--- src/common/nic_defs.vh ---
/*
 Constants of the nested priority interrupt controller: register indices,
 reset values, priority codes, vector numbers and wake masks.
 Assumes inclusion by the controller, monitor and bench files.
*/
`ifndef NIC_DEFS_VH
`define NIC_DEFS_VH

// Register indices; the APB byte address is four times the index.
`define NIC_IDX_CC       8'h20
`define NIC_IDX_SW_PRIORITY_0    8'h25
`define NIC_IDX_SW_PRIORITY_1    8'h26
`define NIC_IDX_SW_PRIORITY_2    8'h27
`define NIC_IDX_SW_PRIORITY_3    8'h28
`define NIC_IDX_EXTSENS  8'h29
`define NIC_IDX_TLICTL   8'h2a
`define NIC_IDX_STATUS   8'h2b

// Reset values.
`define NIC_RST_ISPR     8'hff
`define NIC_RST_EXTSENS  8'h00
`define NIC_RST_TLICTL   2'h0
`define NIC_RST_PREV     1'b1

// Priority codes held as {hi,lo}.
`define NIC_CODE_L0      2'h2
`define NIC_CODE_L1      2'h1
`define NIC_CODE_L2      2'h0
`define NIC_CODE_L3      2'h3

// Sensitivity codes of an external source.
`define NIC_SENS_FALL_LOW 2'h0
`define NIC_SENS_RISE     2'h1
`define NIC_SENS_FALL     2'h2
`define NIC_SENS_BOTH     2'h3

// Vector addresses and numbering.
`define NIC_VEC_TOP      16'hfffa
`define NIC_VEC_TRAP     16'hfffc
`define NIC_EXT_FIRST    2

// Sources that leave halt and active halt by their peripheral request.
`define NIC_WAKE_HALT    14'h2104
`define NIC_WAKE_ACTIVE  14'h2106

`endif

--- src/core/nic_ext_detect.v ---
/*
 One external interrupt source: edge or level detection with a pending latch.
 Assumes the pin is synchronous to pclk.
*/
`timescale 1ns/1ps
`include "nic_defs.vh"

module nic_ext_detect (
   // Clock and reset
   input  wire       pclk,
   input  wire       presetn,
   // Source
   input  wire       pin,
   input  wire [1:0] sens,
   input  wire       clr,
   // Result
   output reg        pend
);

   reg  prev;
   wire rise;
   wire fall;
   reg  hit;

   assign rise = pin & ~prev;
   assign fall = ~pin & prev;

   // Selects the event that sets the latch.
   always @* begin
      case (sens)
         `NIC_SENS_FALL_LOW: hit = fall | ~pin;
         `NIC_SENS_RISE:     hit = rise;
         `NIC_SENS_FALL:     hit = fall;
         default:            hit = rise | fall;
      endcase
   end

   // A new event in the clearing cycle wins over the clear.
   always @(posedge pclk or negedge presetn) begin
      if (!presetn) begin
         prev <= `NIC_RST_PREV;
         pend <= 1'b0;
      end else begin
         prev <= pin;
         if (hit)
            pend <= 1'b1;
         else if (clr)
            pend <= 1'b0;
      end
   end

endmodule

--- src/core/nic_top.v ---
/*
 Nested priority interrupt controller with an APB register slave.
 Holds the current priority level, per-vector software priorities, external
 source sensitivity and the top level source, ranks pending requests and
 hands the winning vector to the core at the end of an instruction.
 Assumes the core reports its instruction events as one-cycle pulses and
 peripheral requests as levels that the peripherals clear themselves.
*/
// Decided for this implementation: the address map and the APB interface to the registers.
// Notes on behaviour
// Current level is two bits, shown at bits 5 and 3 of the code register.
// Codes hi:lo are 10 level 0, 01 level 1, 00 level 2, 11 disabled.
// Entering a maskable service loads the vector's stored priority pair.
// After reset the code register reads 1110 1010, level 3.
// Priority registers reset to ones; top nibble of the fourth reads one.
// Vector n owns pair n; reset and trap own none.
// A pair written with the level 0 code keeps its old value.
// Reset, trap and top level service set both priority bits.
// Top level, trap and reset interrupt a level 3 program.
// Top level pair is stored but ignored by arbitration.
// Raised priority of a running pending vector re-enters it, else waits.
// Enable, halt, wait load 10; disable, trap load 11; return, pop restore.
// Level-3 jump taken when pair is 11; the other when it is not.
// Instruction changes inside a routine hold until next return or change.
// Equal software priority resolves by vector number, lowest first.
// Halt wake applies to both halts; clock source only active, voltage never.
// Serial interrupt does not wake from halt; external pin interrupts do.
// Four external sources, each edge or level selectable.
// Software changes sensitivity only at level 3.
// Changing a source's sensitivity clears its pending latch.
// Sensitivity 00 fall plus low, 01 rise, 10 fall, 11 both.
// Maskable request served only above current level, otherwise pending.
// One pending latch per vector; winner presented at instruction end.
`timescale 1ns/1ps
`include "nic_defs.vh"

module nic_top #(
   parameter NVEC = 14,
   parameter NEXT = 4
) (
   // Clock and reset
   input  wire            pclk,
   input  wire            presetn,
   // APB slave
   input  wire            psel,
   input  wire            penable,
   input  wire            pwrite,
   input  wire [11:0]     paddr,
   input  wire [31:0]     pwdata,
   output reg  [31:0]     prdata,
   output reg             pready,
   output reg             pslverr,
   // Core instruction events
   input  wire            instr_end,
   input  wire            irq_enable_instr,
   input  wire            irq_disable_instr,
   input  wire            halt_instr,
   input  wire            wait_for_irq_instr,
   input  wire            trap_instr,
   input  wire            irq_return_instr,
   input  wire            pop_cc_instr,
   input  wire [1:0]      stack_prio,
   // Power modes
   input  wire            halt_mode,
   input  wire            active_halt_mode,
   // Interrupt sources
   input  wire [NVEC-1:0] periph_irq,
   input  wire            aux_volt_detect,
   input  wire [NEXT-1:0] ext_pin,
   input  wire            tli_pin,
   // Service and status to the core
   output reg             svc_valid,
   output reg  [15:0]     svc_vector,
   output reg             cc_prio_hi,
   output reg             cc_prio_lo,
   output reg             level3_jump_take,
   output reg             wake_req
);

   reg  [2*NVEC-1:0] prio;
   reg  [2*NEXT-1:0] ext_sens;
   reg               tli_sens;
   reg               tli_en;
   wire [NEXT-1:0]   ext_pend;
   wire              tli_pend;
   reg  [NEXT-1:0]   ext_clr;
   reg               tli_clr;
   reg  [1:0]        next_cc;
   reg               next_svc;
   reg  [15:0]       next_vec;
   wire [1:0]        cc;
   wire              apb_wr;
   wire              apb_rd;
   wire [7:0]        idx;
   reg  [NVEC-1:0]   pend;
   reg  [NVEC-1:0]   wake_src;
   reg  [NVEC-1:0]   wake_ok;
   wire              in_halt;
   reg               found;
   reg  [1:0]        best_lvl;
   reg  [3:0]        best_idx;
   reg  [31:0]       rd_mux;
   reg               rd_hit;
   integer           i;
   integer           j;
   integer           k;
   integer           n;

   assign cc      = {cc_prio_hi, cc_prio_lo};
   assign idx     = paddr[9:2];
   assign apb_wr  = psel & penable & pready & pwrite & ~(|paddr[11:10]);
   assign apb_rd  = psel & penable & ~pready & ~pwrite;
   assign in_halt = halt_mode | active_halt_mode;

   // Converts a stored pair into its nesting level.
   function [1:0] lvl;
      input [1:0] code;
      begin
         case (code)
            `NIC_CODE_L0: lvl = 2'h0;
            `NIC_CODE_L1: lvl = 2'h1;
            `NIC_CODE_L2: lvl = 2'h2;
            default:      lvl = 2'h3;
         endcase
      end
   endfunction

   // Merges a written pair, keeping the old one on a level 0 code.
   function [1:0] merge;
      input [1:0] old_code;
      input [1:0] new_code;
      begin
         if (new_code == `NIC_CODE_L0)
            merge = old_code;
         else
            merge = new_code;
      end
   endfunction

   // External sources, one per vector from the first external vector on.
   genvar g;
   generate
      for (g = 0; g < NEXT; g = g + 1) begin : gen_ext
         nic_ext_detect u_det (
            .pclk    (pclk),
            .presetn (presetn),
            .pin     (ext_pin[g]),
            .sens    (ext_sens[2*g+1:2*g]),
            .clr     (ext_clr[g]),
            .pend    (ext_pend[g])
         );
      end
   endgenerate

   // Top level source; disabled means held clear and idle at its inactive level.
   nic_ext_detect u_tli (
      .pclk    (pclk),
      .presetn (presetn),
      .pin     (tli_en ? tli_pin : ~tli_sens),
      .sens    (tli_sens ? `NIC_SENS_RISE : `NIC_SENS_FALL),
      .clr     (tli_clr | ~tli_en),
      .pend    (tli_pend)
   );

   // Pending latches per vector and their halt wake capability.
   always @* begin
      pend     = periph_irq;
      wake_src = periph_irq & (active_halt_mode ? `NIC_WAKE_ACTIVE : `NIC_WAKE_HALT);
      for (i = 0; i < NEXT; i = i + 1) begin
         pend[i+`NIC_EXT_FIRST]     = pend[i+`NIC_EXT_FIRST] | ext_pend[i];
         wake_src[i+`NIC_EXT_FIRST] = wake_src[i+`NIC_EXT_FIRST] | ext_pend[i];
      end
      pend[`NIC_EXT_FIRST+1] = pend[`NIC_EXT_FIRST+1] | aux_volt_detect;
      wake_ok = in_halt ? wake_src : {NVEC{1'b1}};
   end

   // Ranks eligible vectors: software level first, then vector number.
   always @* begin
      found    = 1'b0;
      best_lvl = 2'h0;
      best_idx = 4'h0;
      for (j = 1; j < NVEC; j = j + 1) begin
         if (pend[j] && wake_ok[j] && (lvl(prio[2*j+:2]) > lvl(cc))) begin
            if (!found || (lvl(prio[2*j+:2]) > best_lvl)) begin
               found    = 1'b1;
               best_lvl = lvl(prio[2*j+:2]);
               best_idx = j[3:0];
            end
         end
      end
   end

   // Next level, service pulse and latch clears.
   always @* begin
      next_cc  = cc;
      next_svc = 1'b0;
      next_vec = svc_vector;
      ext_clr  = {NEXT{1'b0}};
      tli_clr  = 1'b0;
      if (irq_return_instr || pop_cc_instr)
         next_cc = stack_prio;
      else if (irq_enable_instr || halt_instr || wait_for_irq_instr)
         next_cc = `NIC_CODE_L0;
      else if (irq_disable_instr)
         next_cc = `NIC_CODE_L3;
      if (trap_instr) begin
         next_cc  = `NIC_CODE_L3;
         next_svc = 1'b1;
         next_vec = `NIC_VEC_TRAP;
      end else if (instr_end && tli_pend) begin
         next_cc  = `NIC_CODE_L3;
         next_svc = 1'b1;
         next_vec = `NIC_VEC_TOP;
         tli_clr  = 1'b1;
      end else if (instr_end && found) begin
         next_cc  = prio[2*best_idx+:2];
         next_svc = 1'b1;
         next_vec = `NIC_VEC_TOP - {11'h0, best_idx, 1'b0};
         for (k = 0; k < NEXT; k = k + 1)
            if (best_idx == k + `NIC_EXT_FIRST)
               ext_clr[k] = 1'b1;
      end
      for (k = 0; k < NEXT; k = k + 1)
         if (apb_wr && (idx == `NIC_IDX_EXTSENS) && (cc == `NIC_CODE_L3) &&
             (pwdata[2*k+:2] != ext_sens[2*k+:2]))
            ext_clr[k] = 1'b1;
   end

   // Level register and service outputs.
   always @(posedge pclk or negedge presetn) begin
      if (!presetn) begin
         cc_prio_hi       <= 1'b1;
         cc_prio_lo       <= 1'b1;
         level3_jump_take <= 1'b1;
         svc_valid        <= 1'b0;
         svc_vector       <= 16'h0000;
         wake_req         <= 1'b0;
      end else begin
         cc_prio_hi       <= next_cc[1];
         cc_prio_lo       <= next_cc[0];
         level3_jump_take <= (next_cc == `NIC_CODE_L3);
         svc_valid        <= next_svc;
         svc_vector       <= next_vec;
         wake_req         <= in_halt & ((|(pend & wake_src)) | tli_pend);
      end
   end

   // Register writes.
   always @(posedge pclk or negedge presetn) begin
      if (!presetn) begin
         prio     <= {(2*NVEC){1'b1}};
         ext_sens <= `NIC_RST_EXTSENS;
         tli_sens <= 1'b0;
         tli_en   <= 1'b0;
      end else if (apb_wr) begin
         for (n = 0; n < 4; n = n + 1)
            if (idx == `NIC_IDX_SW_PRIORITY_0 + n)
               prio[8*n+0+:2] <= merge(prio[8*n+0+:2], pwdata[1:0]);
         for (n = 0; n < 4; n = n + 1)
            if ((idx == `NIC_IDX_SW_PRIORITY_0 + n) && (n < 3)) begin
               prio[8*n+2+:2] <= merge(prio[8*n+2+:2], pwdata[3:2]);
               prio[8*n+4+:2] <= merge(prio[8*n+4+:2], pwdata[5:4]);
               prio[8*n+6+:2] <= merge(prio[8*n+6+:2], pwdata[7:6]);
            end
         if (idx == `NIC_IDX_SW_PRIORITY_3)
            prio[2*NVEC-1-:2] <= merge(prio[2*NVEC-1-:2], pwdata[3:2]);
         if ((idx == `NIC_IDX_EXTSENS) && (cc == `NIC_CODE_L3))
            ext_sens <= pwdata[7:0];
         if (idx == `NIC_IDX_TLICTL) begin
            tli_en <= pwdata[0];
            if (!tli_en)
               tli_sens <= pwdata[1];
         end
      end
   end

   // Read data selection.
   always @* begin
      rd_mux = 32'h0000_0000;
      rd_hit = 1'b1;
      case (idx)
         `NIC_IDX_CC:
            rd_mux[7:0] = {2'h3, cc_prio_hi, 1'b0, cc_prio_lo, 3'h2};
         `NIC_IDX_SW_PRIORITY_0:   rd_mux[7:0] = prio[7:0];
         `NIC_IDX_SW_PRIORITY_1:   rd_mux[7:0] = prio[15:8];
         `NIC_IDX_SW_PRIORITY_2:   rd_mux[7:0] = prio[23:16];
         `NIC_IDX_SW_PRIORITY_3:   rd_mux[7:0] = {4'hf, prio[27:24]};
         `NIC_IDX_EXTSENS: rd_mux[7:0] = ext_sens;
         `NIC_IDX_TLICTL:  rd_mux[1:0] = {tli_sens, tli_en};
         `NIC_IDX_STATUS:
            rd_mux[17:0] = {wake_req, tli_pend, found, 1'b0, pend[NVEC-1:1], 1'b0};
         default:          rd_hit = 1'b0;
      endcase
   end

   // APB answer one cycle into the access phase.
   always @(posedge pclk or negedge presetn) begin
      if (!presetn) begin
         pready  <= 1'b0;
         pslverr <= 1'b0;
         prdata  <= 32'h0000_0000;
      end else begin
         pready  <= psel & penable & ~pready;
         pslverr <= psel & penable & ~pready & (~rd_hit | (|paddr[11:10]));
         if (apb_rd)
            prdata <= (|paddr[11:10]) ? 32'h0000_0000 : rd_mux;
      end
   end

endmodule

--- config.mk ---
export PLATFORM = sky130hd
export DESIGN_NAME = nic_top
export DESIGN_NICKNAME = d
export VERILOG_FILES = /design/src/core/nic_ext_detect.v /design/src/core/nic_top.v
export VERILOG_INCLUDE_DIRS = /design/src /design/src/common
export SDC_FILE = /design/constraint.sdc
export NUM_CORES = 1
export LEC_CHECK = 0
export BUFFER_PORTS_ARGS = -buffer_cell sky130_fd_sc_hd__clkbuf_2
export CORE_ASPECT_RATIO = 0.75
export CORE_MARGIN = 8
export CORE_UTILIZATION = 57
export DETAILED_ROUTE_END_ITERATION = 8
export PLACE_DENSITY = 0.84
export SLEW_MARGIN = 20
export SYNTH_ARGS = -nofsm -noshare
export SYNTH_HDL_FRONTEND = slang
export SYNTH_HIERARCHICAL = 1
export SYNTH_SLANG_ARGS = --single-unit
--- constraint.sdc ---
create_clock -name pclk -period 20.8 [get_ports pclk]
set_clock_uncertainty 0.05 [all_clocks]
set_input_delay 5.2 -clock pclk [delete_from_list [all_inputs] [get_ports pclk]]
set_output_delay 5.2 -clock pclk [all_outputs]
set_load 0.05 [all_outputs]
# == Yosys cells after proc, flatten, opt, wreduce, memory -nomap -nowiden ==
# Index checks and enable logic that the tools add are counted.
# op_classes
addsub,1
order_cmp,25
n_eq_ne,60
shifts,1
n_mux,148
bitwise,63
reduce_logical,107
# op_table
operator,n
2-to-1 mux 4 bit,27
2-to-1 mux 2 bit,43
case mux 2 bit (3 select lines),14
"equality test 8 x 6 -> 1 bit, second input constant",8
2-to-1 mux 1 bit,51
"equality test 2 bit, second input constant",25
> comparator 2 bit,25
2-to-1 mux 16 bit,3
AND reduction 3 bit,15
case mux 6 bit (7 select lines),1
"equality test 2 x 1 -> 1 bit, second input constant",19
zero test 2 bit,19
logical AND 1 bit,35
bitwise AND 14 bit,2
indexed part select 28 x 6 -> 2 bit,1
OR 1 bit,23
NOT 1 bit,20
bitwise AND 1 bit,18
2-to-1 mux 18 bit,1
case mux 2 bit (8 select lines),1
logical OR 1 bit,15
case mux 1 bit (3 select lines),5
2-to-1 mux 14 bit,1
OR reduction 14 bit,1
11 further kinds,32
# word_totals
regBits,103
input_bits,81
output_inout_bits,55
elab_cells,441

# == Longest topological paths before layout ==
# depth
depth_word,63
ltp_mapped,94
mapped_depth_nobuf,93

# == By module ==
# Netlist, hierarchy kept.
# by_module_without_submodules
module,instances,cells_each,area_each_um2,seq_area_each_um2
nic_top,1,738,6276.0,1740.4
nic_ext_detect,5,14,142.6,51.3

# == Least setup slack after synthesis ==
# OpenSTA, ideal clock, no wires.
# synth_path
path_type,input to register
from,in active_halt_mode
to,reg level3_jump_take
setup_time_ns,0.078
arrival_ns,19.572
required_ns,20.672
path_slack_ns,1.101
path_stages,88
n_path_buf,2
path_cell_list,buf_6 > nand2b_1 > o2111a_1 > nand2_1 > ha_1 > nor2b_1 > o21a_1 > o211a_1 > nor2_1 > ha_1 > nor2b_1 > o21ai_0 > o21ai_2 > nand2_1 > mux2_2 > ha_1 > nor2_1 > nand2_1 > [52 not listed] > nor3_1 > nor2_1 > ha_1 > nand2_1 > o21ai_0 > a21o_1 > inv_1 > nor3_1 > a211oi_1 > ha_1 > nand2_1 > o21ai_0 > a21oi_2 > a21oi_1 > a41o_2 > a221o_1 > o2bb2ai_1 > and2_1
# synth_between
elab_chain_len,59
elab_cells_between_ends,145
classes_between,order compare: 12; eq/ne: 1; shift: 1; mux: 78; bitwise: 2; reduce/logical: 51
# synth_lines
element,line_no,text
from (decl),nic_top.v:65,"input wire active_halt_mode,"
2-to-1 mux 2 bit (no source line),n/a,
bitwise AND 14 bit,nic_top.v:168,wake_src = periph_irq & (active_halt_mode ? `NIC_WAKE_ACTIVE : `NIC_WAKE_HALT);
2-to-1 mux 14 bit *,nic_top.v:174,wake_ok = in_halt ? wake_src : {NVEC{1'b1}};
logical AND 1 bit (2 in series),nic_top.v:183,if (pend[j] && wake_ok[j] && (lvl(prio[2*j+:2]) > lvl(cc))) begin
2-to-1 mux 2 bit or 2-to-1 mux 1 bit (tied branches),nic_top.v:183,
> comparator 2 bit or zero test 1 bit (tied branches),nic_top.v:184,if (!found || (lvl(prio[2*j+:2]) > best_lvl)) begin
logical OR 1 bit,nic_top.v:184,
2-to-1 mux 2 bit or 2-to-1 mux 1 bit (tied branches),nic_top.v:184,
[43 not listed],n/a,
2-to-1 mux 4 bit or 2-to-1 mux 1 bit (tied branches),nic_top.v:184,
2-to-1 mux 4 bit or 2-to-1 mux 1 bit (tied branches),nic_top.v:183,
indexed part select 28 x 6 -> 2 bit or logical AND 1 bit (tied branches),"nic_top.v:216, nic_top.v:215",
2-to-1 mux 2 bit *,nic_top.v:215,end else if (instr_end && found) begin
2-to-1 mux 2 bit *,nic_top.v:210,end else if (instr_end && tli_pend) begin
2-to-1 mux 2 bit *,nic_top.v:206,if (trap_instr) begin
named net next_cc[1],nic_top.v:88,reg [1:0] next_cc;
equality test 2 bit (no source line) *,n/a,
to (signal assigned),nic_top.v:241,level3_jump_take <= (next_cc == `NIC_CODE_L3);
to (decl),nic_top.v:76,"output reg level3_jump_take,"
# The timed path passes the listed nets; every way through them passes the cells marked *.
# A chain may end at the register's enable or synchronous reset.

# == Worst setup path in the final report ==
# Ends and elaborated chain as after synthesis.

==> metrics.csv <==
stage,metric,value,unit
synth,top_reg_cell synth,dfrtp_1,
route,wire per inst,18.9,um
timing,final setup vio count,0,
synth,synthesized cell area,6990,um2
critical_path,worst path required time,21.02,ns
timing,measured slew at the worst slew-check pin,0.970,ns
synth,post-synth cell types,96,
critical_path,max incr delay on CP,0.35,ns
cts,CTS H-tree lvls,3,
route,First-pass DRT Iterations,5,
critical_path,crit end category,flop,
critical_path,FF-to-FF Start,cc_prio_hi$_DFF_PN1_,
synth,largest family of logic cells by synthesized area,compound AO/OA/AOI/OAI gates,
final_layout,share of cells above drive strength 1,29.2,%
cts,CTS Sinks,78,
synth,syn avg cell area,8.65,um2
die,die span in y,112,um
die,Die ar.,16100,um2
global_route,largest net degree at the start of global routing,79,
flow_run,# Max-Cap Violations,0,
synth,ys async rst share,100,%
critical_path,critical path's slowest cell,mux2_2,
min_path,HP Start,prdata[2]$_DFFE_PN0P_,
power_and_ir_drop,VDD IR-drop max,0.0866,mV
final_layout,number of nets in the layout,1088,
status,outcome,"finished, final reports clean",
critical_path,Reg2Reg Setup Slack,3.85,ns
route,Total Routed Length,20700,um
die,Initial Util,57.6,%
synth,Synth Area in Adders,15.5,%
critical_path,Worst Path Arrival,20.28,ns
cts,CTS Hold Buffers Added,0,
synth,leading area contributor after synthesis,ha_1,
timing,"Slew Viols, Final",0,
global_route,met3 Use GR,6.28,%
synth,Synth Area in Compound Gates,24.3,%
timing,Max-slew headroom,35.3,%
timing,fmax,49.9,MHz
timing,final hold slack,0.426,ns
route,DR DRC count,0,
synth,synth warn,6,
cts,Num CTS Buffers,9,
route,via count,6710,
die,I/O pin cnt,136,
critical_path,"most used cell, CP",ha_1,
placement,Final HPWL DP,16000,um
die,# rows,35,
cts,CTS tree,yes,
critical_path,nature of the critical path startpoint,input port,
synth,Synth Instances,808,
timing,final worst path period need,20.06,ns
cts,CTS max path bufs,2,
min_path,Min-Delay Path Class,reg2reg,
die,Chip Width,144,um
placement,Placer Congestion,0.959,
global_route,Total Routing Usage GR,25.4,%
global_route,"Most Used Layer, Global Route",met2,
route,via-per-instance ratio,6.14,
final_layout,Synth-to-Final Area Change,16.3,%
synth,"top cells by area, synth","ha_1, dfrtp_1, dfstp_2",
timing,"Hold Vio Cnt, Final",0,
synth,Post-synth EDFFs,0,
cts,Worst-Skew Late Latency,0.34,ns
final_layout,"commonest non-fill, non-tap cells in the layout","nand2_1, clkbuf_2, ha_1, nor2_1, o21ai_0",
power_and_ir_drop,Pleak,3.94,nW
critical_path,Setup crit start,active_halt_mode,
global_route,vias in the first global route,6414,
final_layout,"most common cell after layout, fill and taps aside",nand2_1,
timing,Setup TNS Final,0,ns
synth,Yosys top cell area share,15.4,%
global_route,grt total ovfl,0,
cts,clock tree root buffer cell,clkbuf_16,
global_route,grt met2 use,39.0,%
power_and_ir_drop,Pwr per Cell Area,137,nW/um2
synth,count of state elements after synthesis,78,
timing,Final period util,96.4,%
route,Post-DRT Antenna Nets,0,
global_route,initial antenna violation count,0,
global_route,global-route wire length before repair,32900,um
cts,"Reg clk slew, reported paths",0.06,ns
synth,Synth Area in Simple Gates,20.8,%
die,core area,12100,um2
critical_path,Crit Path Class,in2reg,
synth,XOR/XNOR share of the synthesized area,1.13,%
global_route,GRT met1 Usage,33.7,%
route,initial detailed-routing violation count,635,
synth,register area share after synthesis,28.6,%
final_layout,Antenna Diode Count,0,
critical_path,"Max FO, Critical Path",5,
placement,Port Buffer Count,92,
synth,post-synthesis mux area share,3.26,%
sequential cells by signal, indices dropped and copies added, names as in the netlist, 4 cells and up:
name                flops
gen_ext.u_det/pend      4
gen_ext.u_det/prev      4
ext_sens                8
svc_vector              6
prio                   28
prdata                 17
power by group:
part           internal (W)  leakage, nW  switching, W
registers          0.000163        0.905    0.00000921
clock network     0.0000921        0.141     0.0000666
logic              0.000340         2.90      0.000440
per-layer routing:
layer  vias to the layer above  share of wire [%]  routed length [um]
met5                         -                  0                   0
met4                         0                3.2                 660
met3                        61                8.8                1820
met2                       334                 45                9300
met1                      3191                 43                8910
li1                       3124                  -                   -
logic make-up (layout without fill, tap and decap cells):
family,count (synthesis),after routing
AND/OR/NAND/NOR,296,296
AO/OA/AOI/OAI,228,228
buffers and inverters,88,191
adder cells (fa/ha/maj),87,87
flip-flops,78,78
multiplexers,21,21
XOR/XNOR,9,9
other,1,16
stage by stage:
stage / worst slack (ns) / cell area, um2 / utilization, % / cells / total power (W)
2_1_floorplan: 1.10 / 7050 / - / 823 / 0.000683
3_3_place_gp: 0.251 / 7660 / 63.2 / 1068 / 0.000853
3_5_place_dp: -0.0416 / 7660 / 63.2 / 1068 / 0.000869
4_1_cts: 0.211 / 7950 / 65.6 / 1084 / 0.00103
5_1_grt: -0.221 / 8130 / 67.0 / 1092 / 0.00119
6_report: 0.743 / 8130 / 67.0 / 1092 / 0.00111
Yosys cell counts, drive strengths merged, types with 5 or more instances:
master	count
a22oi	9
o22ai	5
inv	47
buf	29
dfstp	36
o2111a	5
or3	7
clkbuf	12
a31oi	5
o221ai	9
nor2	82
or4b	5
a21oi	41
a22o	13
o21ai	65
dfrtp	42
mux2	14
nor4	8
nor2b	29
nand2b	14
nor3	14
and2	7
nand3	10
ha	86
a221oi	6
o211ai	6
o31a	6
xor2	8
o21a	6
or2	8
a21o	8
nand2	97
mux2i	7
critical path: cells and delay by family:
kind / cells / cell delay [ns]
buffers and inverters: 6 / 0.60
AND/OR/NAND/NOR: 31 / 3.55
multiplexers: 5 / 1.39
adder cells (fa/ha/maj): 13 / 3.57
AO/OA/AOI/OAI: 34 / 5.96
repair_timing:
action / 4_1_cts / 5_1_grt
endpoints found under the setup margin: 0 / 11
setup buffers: 0 / 8
resized for setup: 0 / 29
layout make-up:
cell class,instances,area (um2)
multi-input cells,657,4720
fillers,997,4010
flip-flops and latches,78,2000
repair buffers,128,733
clock inverters,7,65.1
clock buffers,9,225
inverters,47,176
well taps,166,208
final timing paths:
check,end,cells past startpoint
min in group asynchronous,svc_vector[5]$_DFFE_PN0P_,1
setup / recovery,level3_jump_take$_DFF_PN1_,89
hold / removal,prdata[2]$_DFFE_PN0P_,1
max in group asynchronous,ext_sens[7]$_DFFE_PN0P_,1
setup reg to reg,level3_jump_take$_DFF_PN1_,92
hold reg to reg,prdata[2]$_DFFE_PN0P_,1
Note: power is estimated with default switching activity, not from simulation.
